==> src/rtl/interval_timer_map.svh <==
// Function
// - Registers are eight bits, byte access only.
// - Low control bits select interval flag source.
// - Bits 3-4 select frame clock from low counter.
// - Hold freezes high; low only with cascade.
// - Hold stops high counting and flag generation.
// - Source and cascade bits pick high counter clock.
// - Split mode low counter counts every auxiliary tick.
// - In cascade, low counter wrap clocks high counter.
// - Cascade forms one 16-bit auxiliary counter.
// - Both counters fully readable and writable.
// - Registers accessible regardless of hold.
// - Flag at bit 7, cleared on acceptance.
// - Enable bit 7, cleared on reset, gated globally.
`ifndef INTERVAL_TIMER_MAP_SVH
`define INTERVAL_TIMER_MAP_SVH

`define TIMER_CONTROL_OFFSET    8'h40
`define LOW_COUNTER_OFFSET      8'h46
`define HIGH_COUNTER_OFFSET     8'h47
`define IRQ_FLAG_REG_TWO_OFFSET 8'h48
`define IRQ_ENABLE_REG_TWO_OFFSET 8'h49

`define INTERVAL_CODE_LSB_POS   0
`define INTERVAL_CODE_MSB_POS   2
`define FRAME_SELECT_LO_POS     3
`define FRAME_SELECT_HI_POS     4
`define SOURCE_SELECT_POS       5
`define HOLD_POS                6
`define CASCADE_SELECT_POS      7
`define TIMER_IRQ_FLAG_POS      7
`define TIMER_IRQ_ENABLE_POS    7

`define FRAME_BASE_BIT          4
`define REG_RESET_VALUE         8'h00

`endif

==> src/rtl/interval_timer_pkg.sv <==
package interval_timer_pkg;

  typedef enum logic [1:0] {
    SRC_AUX      = 2'h0,
    SRC_AUX_DIV  = 2'h1,
    SRC_MAIN     = 2'h2,
    SRC_AUX_DIV2 = 2'h3
  } high_source_t;

  typedef enum logic [1:0] {
    BUS_IDLE = 2'b01,
    BUS_ACK  = 2'b10
  } bus_state_t;

endpackage

==> src/rtl/event_sync.sv <==
`timescale 1ns/1ps
// Carries a toggle-coded event into the processor clock domain.
module event_sync
  import interval_timer_pkg::*;
(
  // Clock and reset
  input  wire logic CLK,
  input  wire logic ARST_N,
  // Event toggle in, pulse out
  input  wire logic TOGGLE_IN,
  output logic      PULSE_OUT
);

  logic meta_reg;
  logic sync_reg;
  logic last_reg;

  always_ff @(posedge CLK or negedge ARST_N) begin
    if (!ARST_N) begin
      meta_reg <= 1'b0;
      sync_reg <= 1'b0;
      last_reg <= 1'b0;
    end else begin
      meta_reg <= TOGGLE_IN;
      sync_reg <= meta_reg;
      last_reg <= sync_reg;
    end
  end

  assign PULSE_OUT = sync_reg ^ last_reg;

endmodule

==> src/rtl/interval_timer.sv <==
`timescale 1ns/1ps
`include "interval_timer_map.svh"
// Two cascadable 8-bit counters with interval flag and display frame clock.
// Auxiliary and main clocks arrive as enable inputs synchronous to CLK.
module interval_timer
  import interval_timer_pkg::*;
#(
  parameter int CNT_WIDTH = 8
) (
  // System
  input  wire logic       CLK,
  input  wire logic       ARST_N,
  // Wishbone slave
  input  wire logic       CYC_I,
  input  wire logic       STB_I,
  input  wire logic       WE_I,
  input  wire logic [7:0] ADR_I,
  input  wire logic [0:0] SEL_I,
  input  wire logic [7:0] DAT_I,
  output logic      [7:0] DAT_O,
  output logic            ACK_O,
  output logic            ERR_O,
  // Clock ticks
  input  wire logic       AUX_TICK,
  input  wire logic       MAIN_TICK,
  // Processor interrupt interface
  input  wire logic       GLOBAL_IRQ_ENABLE,
  input  wire logic       IRQ_ACCEPT,
  output logic            TIMER_IRQ,
  // Display
  output logic            DISPLAY_FRAME_CLOCK
);

  initial begin
    if (CNT_WIDTH != 8) $error("interval_timer supports only 8-bit counters");
  end

  logic [7:0] timer_control_reg;
  logic [7:0] low_counter_reg;
  logic [7:0] low_counter_next;
  logic [7:0] high_counter_reg;
  logic [7:0] high_counter_next;
  logic       timer_irq_flag_reg;
  logic       timer_irq_enable_reg;
  logic       frame_clock_reg;
  logic       low_msb_prev_reg;
  logic       sel_bit_prev_reg;
  logic       event_toggle_reg;
  logic [7:0] read_data_reg;
  bus_state_t bus_state_reg;

  // Register bus decode.
  function automatic logic addr_hit(input logic [7:0] adr, input logic [7:0] off);
    addr_hit = (adr == off);
  endfunction

  wire bus_req     = CYC_I && STB_I && (bus_state_reg == BUS_IDLE);
  wire byte_ok     = SEL_I[0];
  wire hit_ctl     = addr_hit(ADR_I, `TIMER_CONTROL_OFFSET);
  wire hit_low     = addr_hit(ADR_I, `LOW_COUNTER_OFFSET);
  wire hit_high    = addr_hit(ADR_I, `HIGH_COUNTER_OFFSET);
  wire hit_flag    = addr_hit(ADR_I, `IRQ_FLAG_REG_TWO_OFFSET);
  wire hit_en      = addr_hit(ADR_I, `IRQ_ENABLE_REG_TWO_OFFSET);
  wire hit_any     = hit_ctl | hit_low | hit_high | hit_flag | hit_en;
  wire wr_fire     = bus_req && WE_I && byte_ok && hit_any;
  wire wr_ctl      = wr_fire && hit_ctl;
  wire wr_low      = wr_fire && hit_low;
  wire wr_high     = wr_fire && hit_high;
  wire wr_flag     = wr_fire && hit_flag;
  wire wr_en       = wr_fire && hit_en;

  // Control fields.
  wire [2:0] interval_code = timer_control_reg[`INTERVAL_CODE_MSB_POS:`INTERVAL_CODE_LSB_POS];
  wire [1:0] frame_select  = {timer_control_reg[`FRAME_SELECT_HI_POS],
                              timer_control_reg[`FRAME_SELECT_LO_POS]};
  wire       hold          = timer_control_reg[`HOLD_POS];
  wire       cascade       = timer_control_reg[`CASCADE_SELECT_POS];
  wire [1:0] src_code      = {timer_control_reg[`SOURCE_SELECT_POS], cascade};
  high_source_t high_src;
  assign high_src = high_source_t'(src_code);

  // Low counter runs on every auxiliary tick unless held in cascade mode.
  wire low_hold  = hold && cascade;
  wire low_step  = AUX_TICK && !low_hold;
  wire low_wrap  = low_step && (low_counter_reg == 8'hff);
  // Falling edge of the low MSB marks a divide-by-256 tick.
  wire msb_fall  = low_msb_prev_reg && !low_counter_reg[7];

  logic high_tick;
  always_comb begin
    case (high_src)
      SRC_AUX:      high_tick = AUX_TICK;
      SRC_AUX_DIV:  high_tick = cascade ? low_wrap : msb_fall;
      SRC_MAIN:     high_tick = MAIN_TICK;
      SRC_AUX_DIV2: high_tick = cascade ? low_wrap : msb_fall;
      default:      high_tick = 1'b0;
    endcase
  end
  wire high_step = high_tick && !hold;

  assign low_counter_next  = wr_low ? DAT_I :
                             low_step ? low_counter_reg + 8'h01 : low_counter_reg;
  assign high_counter_next = wr_high ? DAT_I :
                             high_step ? high_counter_reg + 8'h01 : high_counter_reg;

  // Interval source bit and rising edge detection.
  wire sel_bit   = high_counter_reg[interval_code];
  wire sel_rise  = sel_bit && !sel_bit_prev_reg && !hold;

  // Frame clock: bit 4 is divide by 32, up to bit 7 for divide by 256.
  wire [2:0] frame_bit_idx = 3'(`FRAME_BASE_BIT) + {1'b0, frame_select};
  wire       frame_src     = low_counter_reg[frame_bit_idx];

  always_ff @(posedge CLK or negedge ARST_N) begin
    if (!ARST_N) begin
      timer_control_reg <= `REG_RESET_VALUE;
      low_counter_reg   <= `REG_RESET_VALUE;
      high_counter_reg  <= `REG_RESET_VALUE;
      low_msb_prev_reg  <= 1'b0;
      sel_bit_prev_reg  <= 1'b0;
      frame_clock_reg   <= 1'b0;
    end else begin
      if (wr_ctl) begin
        timer_control_reg <= DAT_I;
      end
      low_counter_reg  <= low_counter_next;
      high_counter_reg <= high_counter_next;
      low_msb_prev_reg <= low_counter_reg[7];
      sel_bit_prev_reg <= sel_bit;
      if (!hold) begin
        frame_clock_reg <= frame_src;
      end
    end
  end

  // Flag event leaves the counter logic as a toggle.
  always_ff @(posedge CLK or negedge ARST_N) begin
    if (!ARST_N) begin
      event_toggle_reg <= 1'b0;
    end else if (sel_rise) begin
      event_toggle_reg <= ~event_toggle_reg;
    end
  end

  logic flag_set;
  event_sync u_event_sync (
    .CLK       (CLK),
    .ARST_N    (ARST_N),
    .TOGGLE_IN (event_toggle_reg),
    .PULSE_OUT (flag_set)
  );

  // Set wins over any clear in the same cycle.
  wire flag_clear = IRQ_ACCEPT || (wr_flag && !DAT_I[`TIMER_IRQ_FLAG_POS]);
  wire flag_swset = wr_flag && DAT_I[`TIMER_IRQ_FLAG_POS];

  always_ff @(posedge CLK or negedge ARST_N) begin
    if (!ARST_N) begin
      timer_irq_flag_reg   <= 1'b0;
      timer_irq_enable_reg <= 1'b0;
    end else begin
      if (flag_set || flag_swset) begin
        timer_irq_flag_reg <= 1'b1;
      end else if (flag_clear) begin
        timer_irq_flag_reg <= 1'b0;
      end
      if (wr_en) begin
        timer_irq_enable_reg <= DAT_I[`TIMER_IRQ_ENABLE_POS];
      end
    end
  end

  assign TIMER_IRQ = timer_irq_flag_reg && timer_irq_enable_reg && GLOBAL_IRQ_ENABLE;
  assign DISPLAY_FRAME_CLOCK = frame_clock_reg;

  // Read mux.
  wire [7:0] rd_mux = hit_ctl  ? timer_control_reg :
                      hit_low  ? low_counter_reg :
                      hit_high ? high_counter_reg :
                      hit_flag ? {timer_irq_flag_reg, 7'h00} :
                      hit_en   ? {timer_irq_enable_reg, 7'h00} : 8'h00;

  // One-cycle answer; unmapped or no byte lane gives ERR.
  logic ack_reg;
  logic err_reg;
  always_ff @(posedge CLK or negedge ARST_N) begin
    if (!ARST_N) begin
      bus_state_reg <= BUS_IDLE;
      ack_reg       <= 1'b0;
      err_reg       <= 1'b0;
      read_data_reg <= 8'h00;
    end else begin
      case (bus_state_reg)
        BUS_IDLE: begin
          if (bus_req) begin
            bus_state_reg <= BUS_ACK;
            ack_reg       <= hit_any && byte_ok;
            err_reg       <= !(hit_any && byte_ok);
            read_data_reg <= rd_mux;
          end
        end
        BUS_ACK: begin
          bus_state_reg <= BUS_IDLE;
          ack_reg       <= 1'b0;
          err_reg       <= 1'b0;
        end
        default: begin
          bus_state_reg <= BUS_IDLE;
          ack_reg       <= 1'b0;
          err_reg       <= 1'b0;
        end
      endcase
    end
  end

  assign ACK_O = ack_reg;
  assign ERR_O = err_reg;
  assign DAT_O = read_data_reg;

endmodule

==> config.mk <==
export PLATFORM = sky130hd
export DESIGN_NAME = interval_timer
export DESIGN_NICKNAME = d
export VERILOG_FILES = /design/src/rtl/interval_timer_pkg.sv /design/src/rtl/event_sync.sv /design/src/rtl/interval_timer.sv
export VERILOG_INCLUDE_DIRS = /design/src /design/src/rtl
export SDC_FILE = /design/constraint.sdc
export NUM_CORES = 1
export LEC_CHECK = 0
export BUFFER_PORTS_ARGS = -buffer_cell sky130_fd_sc_hd__clkbuf_2
export CORE_MARGIN = 2
export CORE_UTILIZATION = 55
export CTS_CLUSTER_DIAMETER = 30
export CTS_CLUSTER_SIZE = 8
export DETAILED_ROUTE_END_ITERATION = 8
export PLACE_DENSITY = 0.81
export SETUP_SLACK_MARGIN = 0.4
export SLEW_MARGIN = 20
export SYNTH_ARGS = -nofsm -noshare
export SYNTH_HDL_FRONTEND = slang
export SYNTH_SLANG_ARGS = --single-unit
==> constraint.sdc <==
create_clock -name CLK -period 2.75 [get_ports CLK]
set_input_delay 0.1375 -clock CLK [delete_from_list [all_inputs] [get_ports CLK]]
set_output_delay 0.1375 -clock CLK [all_outputs]
set_load 0.005 [all_outputs]
==> summary.md, run 1 <==
| Metric | Value |
|---|---|
| Status | finished, violations left |
| Failing checks | negative hold slack |
| Cell Area, Synth | 2325 sq um |
| Cells after Synth | 231 |
| Port Buf Inserts | 37 |
| Drt drc | 0 |
| Dominant cells by area after synthesis | dfrtp_1, a21oi_1, mux2_2 |
| Syn_area_per_cell | 10.06 sq um |
| Pwr/cell area | 751.1 nW/um^2 |
| Fraction of registers with async set/reset | 100.0% |
| Setup CP Type | register to register |
| Setup TNS Final | 0 ps |
| Final global-route overflow total | 0 |
| CP endpoint kind | register |
| Ant diodes | 0 |
| GRT Resource Usage Total | 23.22% |
| Worst Skew | 5.714 ps |
| Maximum fanout along the worst path | 16 |
| Worst skew pair latency | 300 ps |
| VDD IR max | 0.0005595 V |
| Reg2Reg Depth | 5 |
| Met2 Resource Use GR | 36.54% |
| Remaining antenna violation count | 0 |
| WP data arrival | 2160 ps |
| RSZ-0062 raised after global routing | false |
| DRT Wirelength | 5.185 mm |
| Setup violators final | 0 |
| Initial antenna violation count | 0 |
| Max Freq | 0.4997 GHz |
| Area of the core | 4029 sq um |
| Area fraction of the dominant cell type after synthesis | 46.29% |
| Period utilization | 72.78% |
| DR pass1 iterations | 5 |
| Final Hold Viols | 43 |
| Hold buffer count at CTS | 0 |
| Hold Path Class | primary input to async pin |
| Area Growth Syn to Fin | 13.08% |
| Register area share after synthesis | 47.42% |
| CTS root buffer | clkbuf_8 |
| Wire length per cell | 16.31 microns |
| Setup crit start | bus_state_reg[0] |
| Row count | 23 |
| Slew margin rel. | 36.98% |
| Required time worst endpoint | 2910 ps |
| Die X-Extent | 69.02 microns |
| Deepest clock path buffer count | 2 |
| Max Slew Vio Count | 0 |
| Die Area | 4763 sq um |
| Starting Density | 57.70% |
| CTS sink cnt | 44 |
| Post-synth net total | 259 |
| CTS tree | built |
| # Max-Cap Violations | 0 |
| DRC marker count from the first detailed-route iteration | 142 |
| Most Crowded Layer GR | met2 |
| Number of flops mapped to enable cells by yosys | 0 |
| Vias in the first global route | 1,782 |
| Post-CTS sizing | 0 |
| Count leader, synth | dfrtp_1 |
| NumNets Final | 295 |
| First-pass GRT wire length | 8.721 mm |
| CP Capture Point | high_counter_reg[1] |
| Drt via density | 5.896 |
| Tightest Pin Transition | 945.3 ps |
| Ys Warns | 0 |
| Synth top cells by count | dfrtp_1, nor2_1, a21oi_1 |
| Synth Register Bits | 44 |
| GPL Wtd Cong | 0.8963 |
| Utilization after layout | 65.25% |
| Yosys cell types | 47 |
| Post-CTS Setup Bufs | 0 |
| GR Util met1 | 31.43% |
| Largest net degree at the start of global routing | 45 |
| Tmin final | 2001 ps |
| CP startpoint kind | register |
| Total CTS buffers | 5 |
| Layout fillers | 341 |
| Io pins | 38 |
| FF-to-FF setup slack | 750 ps |
| GR Util met3 | 6.140% |
| Clock slew at reported path FFs | 80 ps |
| Dpl hpwl | 3.750 mm |
| P_leak | 1.175 nW |
| Reg2Reg Capture Point | high_counter_reg[1] |
| Post-synth top flop | dfrtp_1 |
| Critical R2R Launch | bus_state_reg[0] |
| H-tree levels | 2 |
| WHS | -27.29 ps |
| Ratio of cells with drive above 1 in the final layout | 25.00% |
| Vias | 1,875 |
| Die span in y | 69.02 microns |
| Area leader, netlist | dfrtp_1 |
cell usage in the layout (no fill, tap or decap), types with 6 or more instances in the layout:
master    instances
clkbuf_2         36
nand2_1          25
mux2i_1           6
a22oi_1           6
nor2_1           29
xor2_1            9
xnor2_1           7
o21ai_0           9
mux2_2           11
a21oi_1          28
dfrtp_1          43
final cells by class:
cell class              instances  area, sq um  share of cell area (%)
multi-input cells             176         1160                   44.12
well taps                      50        62.56                   2.380
inverters                       3        11.26                  0.4284
clock buffers                   6        72.57                   2.761
flip-flops and latches         44         1102                   41.93
repair buffers                 37        185.2                   7.044
clock inverters                 2        35.03                   1.333
critical path: stages, from the launching register on:
cell and delay, ps:
dfstp_2 530, and4b_1 270, and4_1 290, nand3_1 460, nor2_1 250, a21oi_1 60
logic make-up (layout without fill, tap and decap cells):
group	count (synthesis)	count (layout)	share of synthesized area [%]
AND/OR/NAND/NOR	89	89	20.02
AO/OA/AOI/OAI	49	49	11.95
flip-flops	44	44	47.42
multiplexers	20	20	10.82
XOR/XNOR	16	16	6.028
buffers and inverters	11	48	2.691
adder cells (fa/ha/maj)	2	2	1.076
where the power goes:
part	internal [mW]	switching, mW	leakage [nW]
logic	0.255	0.224	0.551
registers	0.807	0.202	0.569
clock network	0.270	0.217	0.0552
total	1.33	0.643	1.17
worst min path at each step:
| stage | from | to |
|---|---|---|
| 2_1_floorplan | ARST_N | ACK_O |
| 3_3_place_gp | u_event_sync.meta_reg | u_event_sync.sync_reg |
| 3_5_place_dp | u_event_sync.meta_reg | u_event_sync.sync_reg |
| 4_1_cts | ARST_N | ERR_O |
| 5_1_grt | ARST_N | ERR_O |
| 6_report | ARST_N | ERR_O |
stage by stage:
| stage | area, sq um | hold WS (ps) | instances | setup WS (ps) | power, mW |
|---|---|---|---|---|---|
| 6_report | 2629 | -27.29 | 318 | 748.6 | 1.974 |
| 4_1_cts | 2629 | 52.69 | 318 | 758.1 | 1.975 |
| 2_1_floorplan | 2325 | -158.1 | 231 | 941.8 | 1.320 |
| 5_1_grt | 2629 | 65.55 | 318 | 575.2 | 2.095 |
| 3_3_place_gp | 2521 | 333.4 | 310 | 853.6 | 1.457 |
| 3_5_place_dp | 2521 | 344.0 | 310 | 786.9 | 1.490 |
routing by layer:
layer	vias up	share of wire (%)
met2	71	47
met3	6	6.4
met4	0	1.1
met5	-	0
li1	899	-
met1	899	45
Power figures use the tool's default switching activity.
==> run 2, diff against run 1 <==
--- a/config.mk
+++ b/config.mk
@@ -6,13 +6,14 @@
 export SDC_FILE = /design/constraint.sdc
 export NUM_CORES = 1
 export LEC_CHECK = 0
+export ABC_AREA = 1
 export BUFFER_PORTS_ARGS = -buffer_cell sky130_fd_sc_hd__clkbuf_2
 export CORE_MARGIN = 2
-export CORE_UTILIZATION = 55
+export CORE_UTILIZATION = 52
 export CTS_CLUSTER_DIAMETER = 30
 export CTS_CLUSTER_SIZE = 8
 export DETAILED_ROUTE_END_ITERATION = 8
-export PLACE_DENSITY = 0.81
+export PLACE_DENSITY = 0.79
 export SETUP_SLACK_MARGIN = 0.4
 export SLEW_MARGIN = 20
 export SYNTH_ARGS = -nofsm -noshare
==> constraint.sdc (replaced) <==
create_clock -name CLK -period 1.6 [get_ports CLK]
set_input_delay 0.08 -clock CLK [delete_from_list [all_inputs] [get_ports CLK]]
set_output_delay 0.08 -clock CLK [all_outputs]
set_load 0.005 [all_outputs]
==> run 2 against run 1 <==
  * The run now ends clean
  * Fmax is 26% higher
  * Setup slack got worse by 740 ps
  * Combinational power decreased by 46%
  * Non-clock buffer count up 38
  * Synthesized cell count increased by 51%
  * Worst hold slack improved by 28 ps
  * Register-to-register slack worse by 740 ps
  * First-iteration DRC count up 100%
  * Critical endpoint is now timer_control_reg[6]
  * Highest routed layer unchanged
==> summary.md, run 2 <==
| Metric | Value |
|---|---|
| Vias | 2,764 (+47%) |
| Internal | 1.605 mW (+21%) |
| NumNets Final | 455 (+54%) |
| Count leader, synth | nand2_1 |
| Yosys cell types | 37 (-21%) |
| Wire length per cell | 15.42 microns (-5.4%) |
| Fraction of registers with async set/reset | 100.0% (unchanged) |
| Worst Skew | 3.320 ps (-2.394 ps) |
| Post-synth top flop | dfrtp_1 |
| Syn_area_per_cell | 7.557 sq um (-25%) |
| Net Sw Power | 0.5445 mW (-15%) |
| WP data arrival | 1820 ps (-340 ps) |
| Starting Density | 54.75% (-2.9 points) |
| Setup violators final | 0 (unchanged) |
| CTS sink cnt | 44 (unchanged) |
| DRT Wirelength | 7.634 mm (+47%) |
| Port Buf Inserts | 37 (unchanged) |
| Largest net degree at the start of global routing | 26 (-42%) |
| Reg2Reg Depth | 9 (+4) |
| Setup crit start | bus_state_reg[0] |
| GPL Wtd Cong | 0.9237 (+3.1%) |
| Die span in y | 75.22 microns (+9.0%) |
| CP endpoint kind | register |
| H-tree levels | 2 (unchanged) |
| WHS | 0.7786 ps (+28.07 ps) |
| Clock slew at reported path FFs | 80 ps (about the same) |
| Slew margin rel. | 61.82% (+25 points) |
| Setup TNS Final | 0 ps (unchanged) |
| Register area share after synthesis | 41.79% (-5.6 points) |
| Number of flops mapped to enable cells by yosys | 0 (unchanged) |
| Die Area | 5658 sq um (+19%) |
| Setup CP Type | register to register |
| Io pins | 38 (unchanged) |
| Clock power frac | 33.8% (+9.1 points) |
| Ant diodes | 0 (unchanged) |
| # Max-Cap Violations | 0 (unchanged) |
| Worst hold start | DAT_I[4] |
| Final Hold Viols | 0 (-100%) |
| Synth Register Bits | 44 (unchanged) |
| Worst skew pair latency | 300 ps (about the same) |
| Post-synth net total | 377 (+46%) |
| VDD IR max | 0.0003994 V (-29%) |
| Fin area | 3496 sq um (+33%) |
| Comb pwr share | 12.2% (-12 points) |
| GRT Resource Usage Total | 26.27% (+3.0 points) |
| Cell Area, Synth | 2638 sq um (+13%) |
| Dpl hpwl | 5.066 mm (+35%) |
| Area of the core | 4817 sq um (+20%) |
| Status | completed |
| Drt drc | 0 (unchanged) |
| CP startpoint kind | register |
| RSZ-0062 raised after global routing | true |
| Worst hold stages | 3 |
| Die X-Extent | 75.22 microns (+9.0%) |
| Vias in the first global route | 2,403 (+35%) |
| Most common cell after layout, fill and taps aside | nand2_1 |
| Max Freq | 0.6288 GHz (+26%) |
| Total CTS buffers | 5 (unchanged) |
| Row count | 25 (+8.7%) |
| Area fraction of the dominant cell type after synthesis | 40.80% (-5.5 points) |
| Remaining antenna violation count | 0 (unchanged) |
| Final WS setup | 9.636 ps (-739.0 ps) |
| Area Growth Syn to Fin | 32.54% |
| Cells after Synth | 349 (+51%) |
| P_leak | 1.812 nW (+54%) |
| Tmin final | 1590 ps (-411.0 ps) |
| Utilization after layout | 72.57% (+7.3 points) |
| DR pass1 iterations | 5 (unchanged) |
| Final global-route overflow total | 0 (unchanged) |
| Pre-CTS WS | 30.76 ps (-756.1 ps) |
| Initial antenna violation count | 0 (unchanged) |
| Most frequent cells in the layout | nand2_1, dfrtp_1, inv_1, clkbuf_2, buf_4 |
| First-pass GRT wire length | 11.03 mm (+26%) |
| Tightest Pin Transition | 572.7 ps (-372.6 ps) |
| Ratio of cells with drive above 1 in the final layout | 33.18% (+8.2 points) |
| CTS root buffer | clkbuf_8 |
| DRC marker count from the first detailed-route iteration | 291 (+100%) |
| Switching share of power | 25.34% (-7.2 points) |
| Max Slew Vio Count | 0 (unchanged) |
| Sequential power share | 54.0% (+2.9 points) |
| Critical R2R Launch | bus_state_reg[0] |
| Synth top cells by count | nand2_1, dfrtp_1, inv_1 |
| Deepest clock path buffer count | 2 (unchanged) |
| Area leader, netlist | dfrtp_1 |
| Period utilization | 99.40% (+27 points) |
| Placed Area | 3058 sq um (+21%) |
| Required time worst endpoint | 1830 ps (-1080 ps) |
| CTS tree | built |
| Dominant cells by area after synthesis | dfrtp_1, nand2_1, inv_1 |
| Pwr/cell area | 614.8 nW/um^2 (-18%) |
| Drt via density | 5.584 (-5.3%) |
| Hold Path Class | primary input to register |
| Maximum fanout along the worst path | 7 (-9) |
| Ys Warns | 0 (unchanged) |
## run 2: critical path: stages, from the launching register on
cell     delay (ps)
dfstp_2         530
inv_2            40
nor3_4          170
inv_4            70
nor2_8          110
buf_12          150
nand2_8          70
nor2_4          220
nand2_2          90
o21ai_2          60
## run 2: repair_timing
action,in CTS,in global routing
setup endpoints to repair,36,39
gates resized for setup,18,36
pin swaps,14,19
hold buffers,1,0
gates cloned,3,1
hold endpoints to repair,18,0
buffers inserted,8,6
## run 2: per-stage QoR
stage | instances | total power [mW]
3_3_place_gp | 468 | 1.390
6_report | 495 | 2.149
2_1_floorplan | 349 | 1.270
4_1_cts | 488 | 2.133
5_1_grt | 495 | 2.230
3_5_place_dp | 468 | 1.395
## run 2: kinds of logic (layout without fill, tap and decap cells)
| kind of cell | after synthesis | after routing | synth area share [%] |
|---|---|---|---|
| AOI/OAI and AO/OA | 63 | 63 | 12.90 |
| xor gates and xnor gates | 8 | 8 | 2.657 |
| adders and majority gates | 2 | 2 | 0.9486 |
| buffers and inverters | 50 | 126 | 8.396 |
| DFF | 44 | 44 | 41.79 |
| and+or+nand+nor | 182 | 185 | 33.30 |
## run 2: final cells by class
| cell class | count | area, sq um |
|---|---|---|
| Timing Repair Buffer | 75 | 556.8 |
| Sequential cell | 44 | 1102 |
| Clock buffer | 6 | 82.58 |
| Multi-Input combinational cell | 258 | 1489 |
| Inverter | 43 | 171.4 |
| Clock inverter | 2 | 10.01 |
| Fill cell | 372 | 1321 |
| Tap cell | 67 | 83.83 |
## run 2: power by group through the flow
| stage | clock [mW] | combinational, mW | sequential (mW) |
|---|---|---|---|
| finish | 0.727 | 0.261 | 1.16 |
| global route | 0.777 | 0.289 | 1.16 |
| CTS | 0.739 | 0.233 | 1.16 |
| detailed placement | 0 | 0.212 | 1.18 |
| global placement | 0 | 0.208 | 1.18 |
| floorplan | 0 | 0.0858 | 1.18 |
## run 2: routing by layer
| layer | global-route usage, % | wire (microns) |
|---|---|---|
| met1 | 34.58 | 3037 |
| met5 | 0 | 0 |
| met4 | 6.823 | 201 |
| met3 | 4.685 | 624 |
| met2 | 44.93 | 3772 |
## run 2: path summary, 6_finish.rpt
check	endpoint	slack [ps]
hold / removal	timer_control_reg[4]	0.8
max in group asynchronous	timer_control_reg[6]	750
hold reg to reg	u_event_sync.sync_reg	350
setup reg to reg	timer_control_reg[6]	10
min in group asynchronous	DAT_O[0]	320
setup / recovery	timer_control_reg[6]	10
==> run 3, diff against run 2 <==
--- a/config.mk
+++ b/config.mk
@@ -7,6 +7,7 @@
 export NUM_CORES = 1
 export LEC_CHECK = 0
 export ABC_AREA = 1
+export ABC_CLOCK_PERIOD_IN_PS = 1600
 export BUFFER_PORTS_ARGS = -buffer_cell sky130_fd_sc_hd__clkbuf_2
 export CORE_MARGIN = 2
 export CORE_UTILIZATION = 52
@@ -14,6 +15,7 @@
 export CTS_CLUSTER_SIZE = 8
 export DETAILED_ROUTE_END_ITERATION = 8
 export PLACE_DENSITY = 0.79
+export RECOVER_POWER = 50
 export SETUP_SLACK_MARGIN = 0.4
 export SLEW_MARGIN = 20
 export SYNTH_ARGS = -nofsm -noshare
==> run 3 against run 2 <==
  * Total power down 0.61%
  * Sequential power about the same
  * Flip-flop and latch count unchanged
  * Non-clock buffer count unchanged
  * Utilization down 0.42 points
  * Die area unchanged
  * Clock skew up 2.4 ps
  * Largest cell class unchanged
  * Largest power group unchanged
==> summary.md, run 3 (synthesized netlist as in run 2, its figures left out) <==
| Metric | Value |
|---|---|
| Ratio of cells with drive above 1 in the final layout | 31.07% (-2.1 points) |
| Crit path largest cell delay | 530 ps (about the same) |
| Most common cell after layout, fill and taps aside | nand2_1 |
| Drt via density | 5.552 (-0.58%) |
| Status | completed |
| Initial antenna violation count | 0 (unchanged) |
| Io pins | 38 (unchanged) |
| Tightest Pin Transition | 1169 ps (+596.6 ps) |
| Required time worst endpoint | 1830 ps (about the same) |
| Worst Skew | 5.701 ps (+2.381 ps) |
| NumNets Final | 455 (unchanged) |
| Period utilization | 99.44% (about the same) |
| CTS tree | built |
| CTS root buffer | clkbuf_8 |
| First-pass GRT wire length | 11.03 mm (unchanged) |
| Vias | 2,748 (-0.58%) |
| Wire length per cell | 15.44 microns (+0.12%) |
| Area Growth Syn to Fin | 31.78% |
| Largest net degree at the start of global routing | 26 (unchanged) |
| Max Slew Vio Count | 0 (unchanged) |
| Clock slew at reported path FFs | 80 ps (about the same) |
| Setup crit start | bus_state_reg[0] |
| CP delay by family, top | simple AND/OR/NAND/NOR gates |
| GRT Resource Usage Total | 26.27% (unchanged) |
| Cell Chain, Critical Path | inv_2 -> nor3_4 -> inv_4 -> nor2_8 -> buf_12 -> nand2_8 -> nor2_4 -> nand2_2 -> o21ai_2 |
| CP startpoint kind | register |
| Die X-Extent | 75.22 microns (unchanged) |
| Critical path's slowest cell | dfstp_2 |
| Tmin final | 1591 ps (+0.6948 ps) |
| Die Area | 5658 sq um (unchanged) |
| Setup CP Type | register to register |
| Port Buf Inserts | 37 (unchanged) |
| Die span in y | 75.22 microns (unchanged) |
| H-tree levels | 2 (unchanged) |
| Setup violators final | 0 (unchanged) |
| Vias in the first global route | 2,403 (unchanged) |
| Max Freq | 0.6285 GHz (about the same) |
| Finished Layout Cells | 495 (unchanged) |
| Starting Density | 54.75% (unchanged) |
| Drt drc | 0 (unchanged) |
| WP data arrival | 1820 ps (about the same) |
| GPL Wtd Cong | 0.9237 (unchanged) |
| Worst skew pair latency | 300 ps (about the same) |
| Worst hold start | DAT_I[4] |
| CTS sink cnt | 44 (unchanged) |
| Final global-route overflow total | 0 (unchanged) |
| Total CTS buffers | 5 (unchanged) |
| DRC marker count from the first detailed-route iteration | 289 (-0.69%) |
| Placed Area | 3058 sq um (unchanged) |
| Hold Path Class | primary input to register |
| Critical R2R Launch | bus_state_reg[0] |
| Deepest clock path buffer count | 2 (unchanged) |
| Placed insts | 468 (unchanged) |
| Crit path buf inv count | 3 (unchanged) |
| Ant diodes | 0 (unchanged) |
| Slew margin rel. | 22.04% (-40 points) |
| DRT Wirelength | 7.643 mm (+0.12%) |
| DR pass1 iterations | 7 (+2) |
| Fin area | 3476 sq um (-0.57%) |
| Final Hold Viols | 0 (unchanged) |
| Maximum fanout along the worst path | 7 (unchanged) |
| Row count | 25 (unchanged) |
| Pwr/cell area | 614.6 nW/um^2 (about the same) |
| RSZ-0062 raised after global routing | true |
| # Max-Cap Violations | 0 (unchanged) |
| Remaining antenna violation count | 0 (unchanged) |
| CP endpoint kind | register |
| Most frequent cells in the layout | nand2_1, dfrtp_1, inv_1, clkbuf_2, buf_4 |
| Area of the core | 4817 sq um (unchanged) |
| VDD IR max | 0.0003961 V (-0.82%) |
| P_leak | 1.780 nW (-1.8%) |
| Dpl hpwl | 5.066 mm (unchanged) |
==> run 3: cell types whose count changed in the layout (fill, tap and decap cells not counted) <==
cell	delta
clkbuf_2	-9
buf_1	+1
buf_12	-1
clkbuf_1	+8
buf_6	+1
==> run 3: cell type report <==
class	count	area [sq um]
clock buffers	6	82.58
clock inverters	2	10.01
fillers	379	1341
inverters	43	171.4
multi-input cells	258	1489
flip-flops and latches	44	1102
well taps	67	83.83
repair buffers	75	536.8
==> run 3: stage by stage <==
step	TNS [ps]	total power, mW	hold slack [ps]	setup WS (ps)	util, %
floorplan	-46.75	1.270	-215.6	-19.61	-
global placement	0	1.390	92.75	58.11	63.48
detailed placement	0	1.395	96.55	30.76	63.48
CTS	0	2.133	3.441	66.99	68.68
global route	-692.2	2.222	6.248	-60.19	72.16
finish	0	2.136	0.8027	8.941	72.16
==> run 3: worst paths after layout <==
path | to | slack [ps] | depth (start not counted)
worst max-delay path | timer_control_reg[6] | 9 | 9
worst min-delay path | timer_control_reg[4] | 0.8 | 3
worst max register to register | timer_control_reg[6] | 9 | 9
worst min register to register | u_event_sync.sync_reg | 360 | 0
max in group asynchronous | timer_control_reg[6] | 240 | 3
min in group asynchronous | DAT_O[0] | 550 | 2
==> run 3: repair_timing <==
| item | 4_1_cts | 5_1_grt |
|---|---|---|
| gates resized for setup | 18 | 36 |
| pin swaps | 14 | 19 |
| hold buffers | 1 | 0 |
| cloned | 3 | 1 |
| buffers inserted | 8 | 6 |
| endpoints found under the setup margin | 36 | 39 |
| hold endpoints to repair | 18 | 0 |
==> run 3: tightest hold or removal path, stage by stage <==
cell	delay [ps]
clkbuf_2	100
nand2_2	50
nand2_1	50
==> run 3: where the power goes <==
group	total (mW)	leakage (nW)	switching, mW	internal [mW]
clock network	0.722	0.0510	0.377	0.345
registers	1.16	0.550	0.0182	1.14
logic	0.254	1.18	0.143	0.111
total	2.14	1.78	0.539	1.60
==> run 3: routing by layer <==
layer  routed length (microns)  global-route usage [%]  vias up
met2                      3808                   44.93      131
li1                          -                       -     1298
met3                       657                   4.685       13
met1                      3047                   34.58     1306
met5                         0                       0        -
met4                       129                   6.823        0
